===== config.mk =====
export PLATFORM = sky130hd
export DESIGN_NAME = pdtat_top
export DESIGN_NICKNAME = d
export VERILOG_FILES = /design/src/verilog/pdtat_dead_time.v /design/src/verilog/pdtat_top.v
export VERILOG_INCLUDE_DIRS = /design/src /design/src/verilog
export SDC_FILE = /design/constraint.sdc
export NUM_CORES = 1
export LEC_CHECK = 0
export BUFFER_PORTS_ARGS = -buffer_cell sky130_fd_sc_hd__clkbuf_2
export CELL_PAD_IN_SITES_DETAIL_PLACEMENT = 1
export CELL_PAD_IN_SITES_GLOBAL_PLACEMENT = 1
export CORE_MARGIN = 2
export CORE_UTILIZATION = 45
export DETAILED_ROUTE_END_ITERATION = 12
export GPL_TIMING_DRIVEN = 1
export PLACE_DENSITY = 0.8
export REMOVE_ABC_BUFFERS = 1
export SLEW_MARGIN = 30
export SYNTH_ARGS = -nofsm -noshare
export SYNTH_HDL_FRONTEND = slang
export SYNTH_SLANG_ARGS = --single-unit

===== constraint.sdc =====
create_clock -name pclk -period 7.71 [get_ports pclk]
set_clock_uncertainty 0.15 [all_clocks]
set_input_delay 0.3855 -clock pclk [delete_from_list [all_inputs] [get_ports pclk]]
set_output_delay 0.3855 -clock pclk [all_outputs]
set_load 0.02 [all_outputs]

===== src/verilog/pdtat_regs.vh =====
// register map, field positions, reset values and timing counts
`ifndef PDTAT_REGS_VH
`define PDTAT_REGS_VH

// register byte offsets
`define PDTAT_OFF_STATUS 12'h000
`define PDTAT_OFF_DEADTIME 12'h004
`define PDTAT_OFF_CMP0 12'h008
`define PDTAT_OFF_CTRL 12'h00C

// status fields
`define PDTAT_ST_PROT_BIT 0
`define PDTAT_ST_LEVEL_BIT 1

// control fields
`define PDTAT_CT_POL_UPPER 0
`define PDTAT_CT_POL_LOWER 1
`define PDTAT_CT_SRC_SEL 2
`define PDTAT_CT_TIMING_LO 3
`define PDTAT_CT_TIMING_HI 4
`define PDTAT_CT_SEL_OUT 5
`define PDTAT_CT_ROUTE_SRC 6
`define PDTAT_CT_ROUTE_LO 8
`define PDTAT_CT_ROUTE_HI 10
`define PDTAT_CT_LOAD_SRC 12
`define PDTAT_CTRL_MASK 32'h0000_177F

// reset values
`define PDTAT_DEADTIME_RESET 8'h00
`define PDTAT_CMP_RESET 16'h0000
`define PDTAT_CTRL_RESET 32'h0000_0003

// trigger timing codes
`define PDTAT_TIM_UP 2'h0
`define PDTAT_TIM_DOWN 2'h1
`define PDTAT_TIM_BOTH 2'h2

// number of trigger output ports
`define PDTAT_TRIG_PORTS 6

// dead time step: 100 ns per count, clock 200 MHz
`define PDTAT_DT_STEP_NS 100
`define PDTAT_CLK_MHZ 200
`define PDTAT_DT_STEP_CYC ((`PDTAT_DT_STEP_NS * `PDTAT_CLK_MHZ) / 1000)

`endif


===== src/verilog/pdtat_dead_time.v =====
// one phase of the on-delay dead time unit with output polarity
`default_nettype none
`include "pdtat_regs.vh"

module pdtat_dead_time (
  // clock and reset
  input wire pclk,
  input wire presetn,
  // control
  input wire enable,
  input wire upper_cmd,
  input wire [7:0] dead_count,
  input wire pol_upper,
  input wire pol_lower,
  // gate drive
  output reg gate_upper,
  output reg gate_lower
);

  localparam [31:0] STEP_CYC = `PDTAT_DT_STEP_CYC;

  wire [31:0] dt_full = {24'h00_0000, dead_count} * STEP_CYC;
  wire [12:0] dt_cyc = dt_full[12:0];
  wire [1:0] target = enable ? (upper_cmd ? 2'h2 : 2'h1) : 2'h0;

  reg [1:0] last_target;
  reg [1:0] on_state;
  reg [12:0] cnt;
  reg [1:0] next_on;
  reg [12:0] next_cnt;

  // turn-off is immediate, turn-on of the incoming switch waits the dead time
  always @* begin
    next_on = on_state;
    next_cnt = cnt;
    if (target != last_target) begin
      if (dt_cyc == 13'h0000 || target == 2'h0) begin
        next_on = target;
        next_cnt = 13'h0000;
      end else begin
        next_on = 2'h0;
        next_cnt = dt_cyc;
      end
    end else if (cnt != 13'h0000) begin
      next_cnt = cnt - 13'h0001;
      if (cnt == 13'h0001) begin
        next_on = last_target;
      end
    end
  end

  always @(posedge pclk or negedge presetn) begin
    if (!presetn) begin
      last_target <= 2'h0;
      on_state <= 2'h0;
      cnt <= 13'h0000;
      gate_upper <= 1'b0;
      gate_lower <= 1'b0;
    end else begin
      last_target <= target;
      on_state <= next_on;
      cnt <= next_cnt;
      gate_upper <= next_on[1] ^ ~pol_upper;
      gate_lower <= next_on[0] ^ ~pol_lower;
    end
  end

endmodule // pdtat_dead_time
`default_nettype wire


===== src/verilog/pdtat_top.v =====
// dead time, output polarity, protection status and adc trigger with apb registers
//
// What this block does
// - status bit 0 shows protection active
// - status bit 1 shows selected source level
// - delay incoming switch turn-on per phase
// - 8-bit dead count, 100 ns steps
// - upper and lower polarity set independently
// - trigger on counter equal to compare
// - trigger on up, down or both
// - edge-aligned mode uses up match only
// - no trigger while output disabled
// - select mode routes trigger by setting or sector
// - compare double-buffered, read returns bus stage
// - compare one skips first pwm cycle
// - polarity one means active high
`default_nettype none
`include "pdtat_regs.vh"

module pdtat_top (
  // clock and reset
  input wire pclk,
  input wire presetn,
  // apb slave
  input wire psel,
  input wire penable,
  input wire pwrite,
  input wire [11:0] paddr,
  input wire [31:0] pwdata,
  output reg [31:0] prdata,
  output reg pready,
  output reg pslverr,
  // pwm unit state
  input wire pwm_output_enable,
  input wire [15:0] pwm_counter,
  input wire [15:0] pwm_period,
  input wire count_up,
  input wire edge_aligned,
  input wire [2:0] phase_upper_cmd,
  // protection state
  input wire protection_active_flag,
  input wire overvoltage_port_level,
  input wire overvoltage_adc_level,
  // vector calculation engine
  input wire [2:0] engine_sector,
  // gate drivers
  output wire [2:0] gate_upper,
  output wire [2:0] gate_lower,
  // adc start triggers
  output reg [5:0] adc_start_trigger
);

  // registers
  reg [7:0] dead_count;
  reg [15:0] cmp_bus;
  reg [15:0] cmp_live;
  reg [31:0] ctrl;

  // control fields
  wire pol_upper = ctrl[`PDTAT_CT_POL_UPPER];
  wire pol_lower = ctrl[`PDTAT_CT_POL_LOWER];
  wire src_sel = ctrl[`PDTAT_CT_SRC_SEL];
  wire [1:0] timing = ctrl[`PDTAT_CT_TIMING_HI:`PDTAT_CT_TIMING_LO];
  wire sel_out_mode = ctrl[`PDTAT_CT_SEL_OUT];
  wire route_src = ctrl[`PDTAT_CT_ROUTE_SRC];
  wire [2:0] trigger_route_select = ctrl[`PDTAT_CT_ROUTE_HI:`PDTAT_CT_ROUTE_LO];
  wire buffer_load_source_select = ctrl[`PDTAT_CT_LOAD_SRC];

  // apb decode
  wire setup = psel & ~penable;
  wire wr_en = psel & penable & pready & pwrite;

  function mapped;
    input [11:0] a;
    begin
      mapped = (a == `PDTAT_OFF_STATUS) || (a == `PDTAT_OFF_DEADTIME) ||
               (a == `PDTAT_OFF_CMP0) || (a == `PDTAT_OFF_CTRL);
    end
  endfunction

  wire level_sel = src_sel ? overvoltage_adc_level : overvoltage_port_level;

  reg [31:0] next_rdata;
  always @* begin
    next_rdata = 32'h0000_0000;
    case (paddr)
      `PDTAT_OFF_STATUS: begin
        next_rdata[`PDTAT_ST_PROT_BIT] = protection_active_flag;
        next_rdata[`PDTAT_ST_LEVEL_BIT] = level_sel;
      end
      `PDTAT_OFF_DEADTIME: begin
        next_rdata[7:0] = dead_count;
      end
      `PDTAT_OFF_CMP0: begin
        next_rdata[15:0] = cmp_bus;
      end
      `PDTAT_OFF_CTRL: begin
        next_rdata = ctrl;
      end
      default: begin
        next_rdata = 32'h0000_0000;
      end
    endcase
  end

  // answer is prepared in the setup cycle so the access phase needs no wait
  always @(posedge pclk or negedge presetn) begin
    if (!presetn) begin
      prdata <= 32'h0000_0000;
      pready <= 1'b0;
      pslverr <= 1'b0;
    end else begin
      pready <= setup;
      pslverr <= setup & ~mapped(paddr);
      if (setup && !pwrite) begin
        prdata <= next_rdata;
      end
    end
  end

  // register writes; the status word is read-only
  wire wr_dead = wr_en && (paddr == `PDTAT_OFF_DEADTIME);
  wire wr_cmp = wr_en && (paddr == `PDTAT_OFF_CMP0);
  wire wr_ctrl = wr_en && (paddr == `PDTAT_OFF_CTRL);

  // software leaves the dead count alone while the outputs run
  always @(posedge pclk or negedge presetn) begin
    if (!presetn) begin
      dead_count <= `PDTAT_DEADTIME_RESET;
    end else if (wr_dead) begin
      dead_count <= pwdata[7:0];
    end
  end

  // the compare word is taken whole in one access
  always @(posedge pclk or negedge presetn) begin
    if (!presetn) begin
      cmp_bus <= `PDTAT_CMP_RESET;
    end else if (wr_cmp) begin
      cmp_bus <= pwdata[15:0];
    end
  end

  always @(posedge pclk or negedge presetn) begin
    if (!presetn) begin
      ctrl <= `PDTAT_CTRL_RESET;
    end else if (wr_ctrl) begin
      ctrl <= pwdata & `PDTAT_CTRL_MASK;
    end
  end

  // with the load source bit clear, second stage takes the bus stage at each cycle start or while stopped
  wire at_zero = (pwm_counter == 16'h0000);
  always @(posedge pclk or negedge presetn) begin
    if (!presetn) begin
      cmp_live <= `PDTAT_CMP_RESET;
    end else if (!buffer_load_source_select && (!pwm_output_enable || at_zero)) begin
      cmp_live <= cmp_bus;
    end
  end

  // tracks the first pwm cycle after the output enable rises
  localparam [3:0] ST_OFF = 4'b0001;
  localparam [3:0] ST_FIRST = 4'b0010;
  localparam [3:0] ST_LEFT = 4'b0100;
  localparam [3:0] ST_RUN = 4'b1000;

  reg [3:0] cyc_state;
  reg [3:0] next_cyc_state;

  always @* begin
    next_cyc_state = cyc_state;
    case (cyc_state)
      ST_OFF: begin
        if (pwm_output_enable) begin
          next_cyc_state = ST_FIRST;
        end
      end
      ST_FIRST: begin
        if (!pwm_output_enable) begin
          next_cyc_state = ST_OFF;
        end else if (!at_zero) begin
          next_cyc_state = ST_LEFT;
        end
      end
      ST_LEFT: begin
        if (!pwm_output_enable) begin
          next_cyc_state = ST_OFF;
        end else if (at_zero) begin
          next_cyc_state = ST_RUN;
        end
      end
      ST_RUN: begin
        if (!pwm_output_enable) begin
          next_cyc_state = ST_OFF;
        end
      end
      default: begin
        next_cyc_state = ST_OFF;
      end
    endcase
  end

  always @(posedge pclk or negedge presetn) begin
    if (!presetn) begin
      cyc_state <= ST_OFF;
    end else begin
      cyc_state <= next_cyc_state;
    end
  end

  // the first cycle ends when the counter comes back to zero
  wire first_cycle = (cyc_state == ST_FIRST) || (cyc_state == ST_LEFT);

  // match detection
  reg dir_ok;
  always @* begin
    if (edge_aligned) begin
      dir_ok = count_up;
    end else begin
      case (timing)
        `PDTAT_TIM_UP: dir_ok = count_up;
        `PDTAT_TIM_DOWN: dir_ok = ~count_up;
        `PDTAT_TIM_BOTH: dir_ok = 1'b1;
        default: dir_ok = count_up;
      endcase
    end
  end

  wire skip_first = first_cycle && (cmp_live == 16'h0001);
  wire hit = pwm_output_enable && (pwm_counter == cmp_live) && dir_ok &&
             !skip_first;
  reg hit_d;
  wire fire = hit & ~hit_d;

  // port index to one-hot trigger word; indexes past the last port drive nothing
  function [5:0] route_onehot;
    input [2:0] idx;
    begin
      case (idx)
        3'h0: route_onehot = 6'h01;
        3'h1: route_onehot = 6'h02;
        3'h2: route_onehot = 6'h04;
        3'h3: route_onehot = 6'h08;
        3'h4: route_onehot = 6'h10;
        3'h5: route_onehot = 6'h20;
        default: route_onehot = 6'h00;
      endcase
    end
  endfunction

  // trigger routing
  wire [2:0] route_idx = route_src ? engine_sector : trigger_route_select;
  reg [5:0] next_trig;
  always @* begin
    next_trig = 6'h00;
    if (fire) begin
      if (!sel_out_mode) begin
        next_trig = route_onehot(3'h0);
      end else begin
        next_trig = route_onehot(route_idx);
      end
    end
  end

  always @(posedge pclk or negedge presetn) begin
    if (!presetn) begin
      hit_d <= 1'b0;
      adc_start_trigger <= 6'h00;
    end else begin
      hit_d <= hit;
      adc_start_trigger <= next_trig;
    end
  end

  // one dead time unit per phase
  genvar ph;
  generate
    for (ph = 0; ph < 3; ph = ph + 1) begin : g_phase
      pdtat_dead_time u_dead (
        .pclk(pclk),
        .presetn(presetn),
        .enable(pwm_output_enable),
        .upper_cmd(phase_upper_cmd[ph]),
        .dead_count(dead_count),
        .pol_upper(pol_upper),
        .pol_lower(pol_lower),
        .gate_upper(gate_upper[ph]),
        .gate_lower(gate_lower[ph])
      );
    end
  endgenerate

endmodule // pdtat_top
`default_nettype wire

Word-level counts from Yosys, hierarchy flattened
Index checks and enable logic that the tools add are counted.
{"block": "totals", "word_cells": 152, "regBits": 137}
{"block": "op_classes", "n_mux": 44, "bitwise_logic": 18, "n_reduce_logical": 35, "n_addsub": 3, "n_mul": 1, "eq_ne": 26}
{"cell": "$mux 13", "n": 9}
{"cell": "$eq 13x1->1 const B", "n": 3}
{"cell": "$reduce_bool 13->1", "n": 3}
{"cell": "$sub 13x1->13 const B", "n": 3}
{"cell": "$mux 2", "n": 18}
{"cell": "$pmux 6 s6", "n": 1}
{"cell": "$eq 12x4->1 const B", "n": 2}
{"cell": "$mux 4", "n": 6}
{"cell": "$pmux 6 s3", "n": 1}
{"cell": "$eq 16x1->1 const B", "n": 1}
{"cell": "$eq 16x16->1", "n": 1}
{"cell": "$logic_not 16->1", "n": 1}
{"cell": "$pmux 4 s4", "n": 1}
{"cell": "$pmux 8 s2", "n": 1}
{"cell": "$logic_not 13->1", "n": 1}
{"cell": "$eq 12x3->1 const B", "n": 1}
{"cell": "$logic_not 12->1", "n": 1}
{"cell": "$mux 6", "n": 2}
{"cell": "$mul 8x3->11 const B", "n": 1}
{"cell": "$logic_and 1x1->1", "n": 9}
{"cell": "$logic_or 1x1->1", "n": 8}
{"cell": "$pmux 2 s4", "n": 1}
{"cell": "$and 1x1->1", "n": 6}
{"cell": "$eq 3x2->1 const B", "n": 2}
{"cell": "other kinds (21)", "n": 44}

Depth between registers and ports, before layout
{"block": "logic_depth", "depth_word": 7, "depth_mapped": 11}

By module
From an unflattened synthesis, not the netlist that was laid out.
{"block": "unflattened", "cells_unflattened": 742, "area_unflattened_um2": 8102.8}
{"mod": "pdtat_top", "n_inst": 1, "seq_area_each_um2": 2005.7, "area_per_inst_um2": 3956.3, "cells_each": 315}
{"mod": "pdtat_dead_time (g_phase[1].u_dead ...)", "n_inst": 2, "seq_area_each_um2": 475.5, "area_per_inst_um2": 1395.1, "cells_each": 141}
{"mod": "pdtat_dead_time (g_phase[0].u_dead)", "n_inst": 1, "seq_area_each_um2": 475.5, "area_per_inst_um2": 1356.3, "cells_each": 145}

Least setup slack after synthesis
No wires, ideal clock.
{"block": "synth_path", "path_type": "flip-flop to flip-flop", "from": "register dead_count[1]", "to": "register g_phase[1].u_dead.gate_upper", "path_stages_with_launch": 12, "t_required_ns": 7.480, "path_slack_ns": 4.654, "arrival_ns": 2.826, "setup_time_ns": 0.080, "path_cell_list": "dfrtp_1 -> ha_1 -> ha_1 -> inv_1 -> fa_1 -> nand2b_1 -> a21oi_1 -> o311ai_1 -> or4_1 -> buf_6 -> o41ai_2 -> xnor2_1"}
{"block": "synth_via", "elab_chain_len": 6}
{"item": "from (decl)", "line": "pdtat_top.v:54", "rtl": "reg [7:0] dead_count;"}
{"item": "from (signal assigned)", "line": "pdtat_top.v:129", "rtl": "dead_count <= `PDTAT_DEADTIME_RESET;"}
{"item": "from (signal assigned)", "line": "pdtat_top.v:131", "rtl": "dead_count <= pwdata[7:0];"}
{"item": "$mul 8x3->11", "line": "pdtat_dead_time.v:22", "rtl": "wire [31:0] dt_full = {24'h00_0000, dead_count} * STEP_CYC;"}
{"item": "$logic_not 13->1", "line": "pdtat_dead_time.v:37", "rtl": "if (dt_cyc == 13'h0000 || target == 2'h0) begin"}
{"item": "$logic_or 1x1->1", "line": "pdtat_dead_time.v:37"}
{"item": "$mux 2", "line": "pdtat_dead_time.v:37"}
{"item": "$mux 2", "line": "pdtat_dead_time.v:36", "rtl": "if (target != last_target) begin"}
{"item": "via g_phase[1].u_dead.next_on[1]", "line": "pdtat_dead_time.v:29", "rtl": "reg [1:0] next_on;"}
{"item": "$xor 1x1->1", "line": "pdtat_dead_time.v:63", "rtl": "gate_upper <= next_on[1] ^ ~pol_upper;"}
{"item": "to (signal assigned)", "line": "pdtat_dead_time.v:63"}
{"item": "to (decl)", "line": "pdtat_dead_time.v:16", "rtl": "output reg gate_upper,"}
The timed path passes the listed nets, and every way through them passes these cells.
A chain may end at the register's enable or synchronous reset.

Worst setup path after layout
{"block": "layout_path", "from": "register dead_count[1]", "to": "register g_phase[1].u_dead.gate_lower"}
{"block": "layout_via", "elab_chain_len": 6}
{"item": "$mul 8x3->11", "line": "pdtat_dead_time.v:22"}
{"item": "$logic_not 13->1", "line": "pdtat_dead_time.v:37"}
{"item": "$logic_or 1x1->1", "line": "pdtat_dead_time.v:37"}
{"item": "$mux 2", "line": "pdtat_dead_time.v:37"}
{"item": "$mux 2", "line": "pdtat_dead_time.v:36"}
{"item": "via g_phase[1].u_dead.next_on[0]", "line": "pdtat_dead_time.v:29"}
{"item": "$xor 1x1->1", "line": "pdtat_dead_time.v:64", "rtl": "gate_lower <= next_on[0] ^ ~pol_lower;"}
{"item": "to (signal assigned)", "line": "pdtat_dead_time.v:64"}
{"item": "to (decl)", "line": "pdtat_dead_time.v:17", "rtl": "output reg gate_lower"}
The timed path passes the listed nets, and every way through them passes these cells.

==> impl_metrics.tcl <==
set metrics [dict create \
    outcome "finished, final reports clean" \
    antenna_found_initial 0 \
    num_rows 45 \
    synthTopCellsByArea "dfrtp_1 47%, mux2_2 8.4%, xnor2_1 3.6%" \
    cts_buffer_depth 2 \
    hold_violations 0 \
    drt-initial-drc-count 325 \
    powerDensity_nw_per_um2 265 \
    gp_congestion 0.853 \
    wl_per_cell_um 20.2 \
    fp.dieArea_sq_um 16900 \
    diodes 0 \
    fmax_mhz 286 \
    syn_area_sq_um 7120 \
    cp_max_fo 6 \
    synth-main-ff-cell "dfrtp_1" \
    hpwl_mm 14.1 \
    finalCritPeriodShare 0.453 \
    cts_tree "built" \
    grt_pass1_wl_mm 32.3 \
    root_buffer "clkbuf_16" \
    final_antenna_net_count 0 \
    synth_top_area_cell "dfrtp_1" \
    ys_seq_area_frac 0.482 \
    finalInstanceArea_sq_um 8340 \
    p_leak_nw 3.97 \
    via_per_inst 5.61 \
    register_area_sq_um 3430 \
    synth_seq_cells 137 \
    drcViolationCount 0 \
    post_cts_buffers 0 \
    mostFrequentLayoutCells "134 x dfrtp_1, 89 x clkbuf_2, 63 x nand2_1" \
    setup_violations 0 \
    clkTransAtPathRegs_ns 0.06 \
    worstPathArrival_ns 3.68 \
    layout.nets 874 \
    synth_cell_types 60 \
    hold_class "in2reg" \
    via_count 5522 \
    worst_pin_slew_ns 0.851 \
    fillers 1690 \
    fin_crit_ns 3.49 \
    grt_max_degree 79 \
    peakVddDrop_v 0.000169 \
    fin_util 0.545 \
    startpoint_type "flip-flop" \
    layout-drive-gt1-share 0.260 \
    h-tree-depth 4 \
    cts.sinks 137 \
    io_buffers 90 \
    maxCapViolCount 0 \
    cts_buffers 17 \
    grt_pass1_vias 6136 \
    async_flop_share 1.00 \
    wl_mm 19.9 \
    grt_use_total 0.252 \
    end_kind "flip-flop" \
    crit_required_ns 7.90 \
    coreArea_sq_um 15300 \
    final-max-slew-violation-count 0 \
    synth-edff-count 0 \
    synth_top_area_share 0.471 \
    criticalPathCategory "reg2reg" \
    yosysWarnings 0 \
    multiInputGateArea_sq_um 3430 \
    insertion_delay_ns 0.43 \
    syn_inst 671 \
    grt_overflow_total 0 \
    rsz0062_at_grt "false" \
    die_w_um 130 \
    syn_avg_cell_area_sq_um 10.6 \
    final_common_cell "dfrtp_1" \
    drt_pass1_iterations 4 \
    die_h_um 130 \
    max_slew_margin 0.418 \
    placed_cell_area_sq_um 7720 \
    io_pins 139 \
    setup_tns_ns 0 \
    initial_core_util 0.465 \
    syn_to_final_growth_pct 17.1 \
]
## worst max-delay path, cell delays in order, from the launching register on
cell      delay, ns
dfrtp_1        0.47
ha_1           0.33
ha_1           0.17
inv_1          0.06
fa_1           0.39
nand2b_1       0.20
a21oi_1        0.15
o311ai_1       0.13
or4_1          0.73
o41ai_2        0.45
xnor2_1        0.18
## power breakdown
group	internal [mW]	total [mW]	switching, mW
Clock	0.495	0.821	0.326
Combinational	0.217	0.527	0.310
Sequential	0.790	0.865	0.0754
Total	1.50	2.21	0.711
## per-layer routing
metal | share of wire | GRT usage
met2 | 0.51 | 0.430
met5 | 0 | 0
met1 | 0.43 | 0.312
met3 | 0.040 | 0.0545
met4 | 0.020 | 0.0993
## cell families after synthesis
kind of cell,Yosys count,synth area share
adders and majority gates,21,0.0379
other,1,0.000526
xor gates and xnor gates,55,0.0676
DFF,137,0.482
muxes,72,0.113
and+or+nand+nor,214,0.153
buffers and inverters,66,0.0476
AOI/OAI and AO/OA,105,0.0989
## sequential cells by signal, summed over array words and instances (netlist names)
| register | count |
|---|---|
| g_phase.u_dead.cnt | 39 |
| cmp_bus | 16 |
| cmp_live | 16 |
| prdata | 16 |
| ctrl | 11 |
| dead_count | 8 |
| adc_start_trigger | 6 |
| g_phase.u_dead.last_target | 6 |
| g_phase.u_dead.on_state | 6 |
| cyc_state | 4 |
| g_phase.u_dead.gate_lower | 3 |
| g_phase.u_dead.gate_upper | 3 |
| hit_d | 1 |
| pready | 1 |
| pslverr | 1 |
## worst paths after layout
check / from / to / slack (ns) / cells past startpoint
min in group asynchronous: presetn / g_phase[0].u_dead.cnt[4]$_DFFE_PN0P_ / 0.36 / 2
max in group asynchronous: presetn / g_phase[1].u_dead.cnt[8]$_DFFE_PN0P_ / 5.93 / 3
max: dead_count[1]$_DFFE_PN0P_ / g_phase[1].u_dead.gate_lower$_DFF_PN0_ / 4.22 / 10
min reg2reg: hit_d$_DFF_PN0_ / adc_start_trigger[0]$_DFF_PN0_ / 0.32 / 1
min: phase_upper_cmd[2] / g_phase[2].u_dead.last_target[0]$_DFF_PN0_ / 0.03 / 2
max reg2reg: dead_count[1]$_DFFE_PN0P_ / g_phase[1].u_dead.gate_lower$_DFF_PN0_ / 4.22 / 10
## area by class of cell
cell class,instances,share of cell area
Sequential cell,137,0.411
Tap cell,211,0.0316
Inverter,22,0.00990
Clock inverter,13,0.0172
Multi-Input combinational cell,483,0.411
Clock buffer,19,0.0543
Timing Repair Buffer,99,0.0643
## synthesized netlist by cell type (all sizes together) (5+ instances only)
cell,number
dfrtp,134
nand2,63
mux2,55
nor2,40
o21ai,32
xnor2,29
buf,27
xor2,26
inv,22
nor4,22
ha,20
a21oi,19
clkbuf,17
nand3,17
o22ai,17
mux2i,16
nor3,16
nand4,10
o31ai,9
nand2b,7
and2,6
nor2b,6
o41ai,6
nor3b,5
o211ai,5
or3,5
## through the flow
stage               hold slack (ns)  worst slack, ns  cells  power (mW)
floorplan                   -0.0601             4.62    642        1.24
global placement              0.236             4.34    949        1.36
detailed placement            0.234             4.24    950        1.39
CTS                          0.0125             4.24    984        2.23
global route                 0.0326             4.06    984        2.33
finish                       0.0324             4.22    984        2.21
## timing repair
action / 4_1_cts / 5_1_grt
hold buffers: 2 / 0
hold endpoints to repair: 59 / 0
setup endpoints to repair: 0 / 0
resized for setup: 0 / 0
Power figures use the tool's default switching activity.
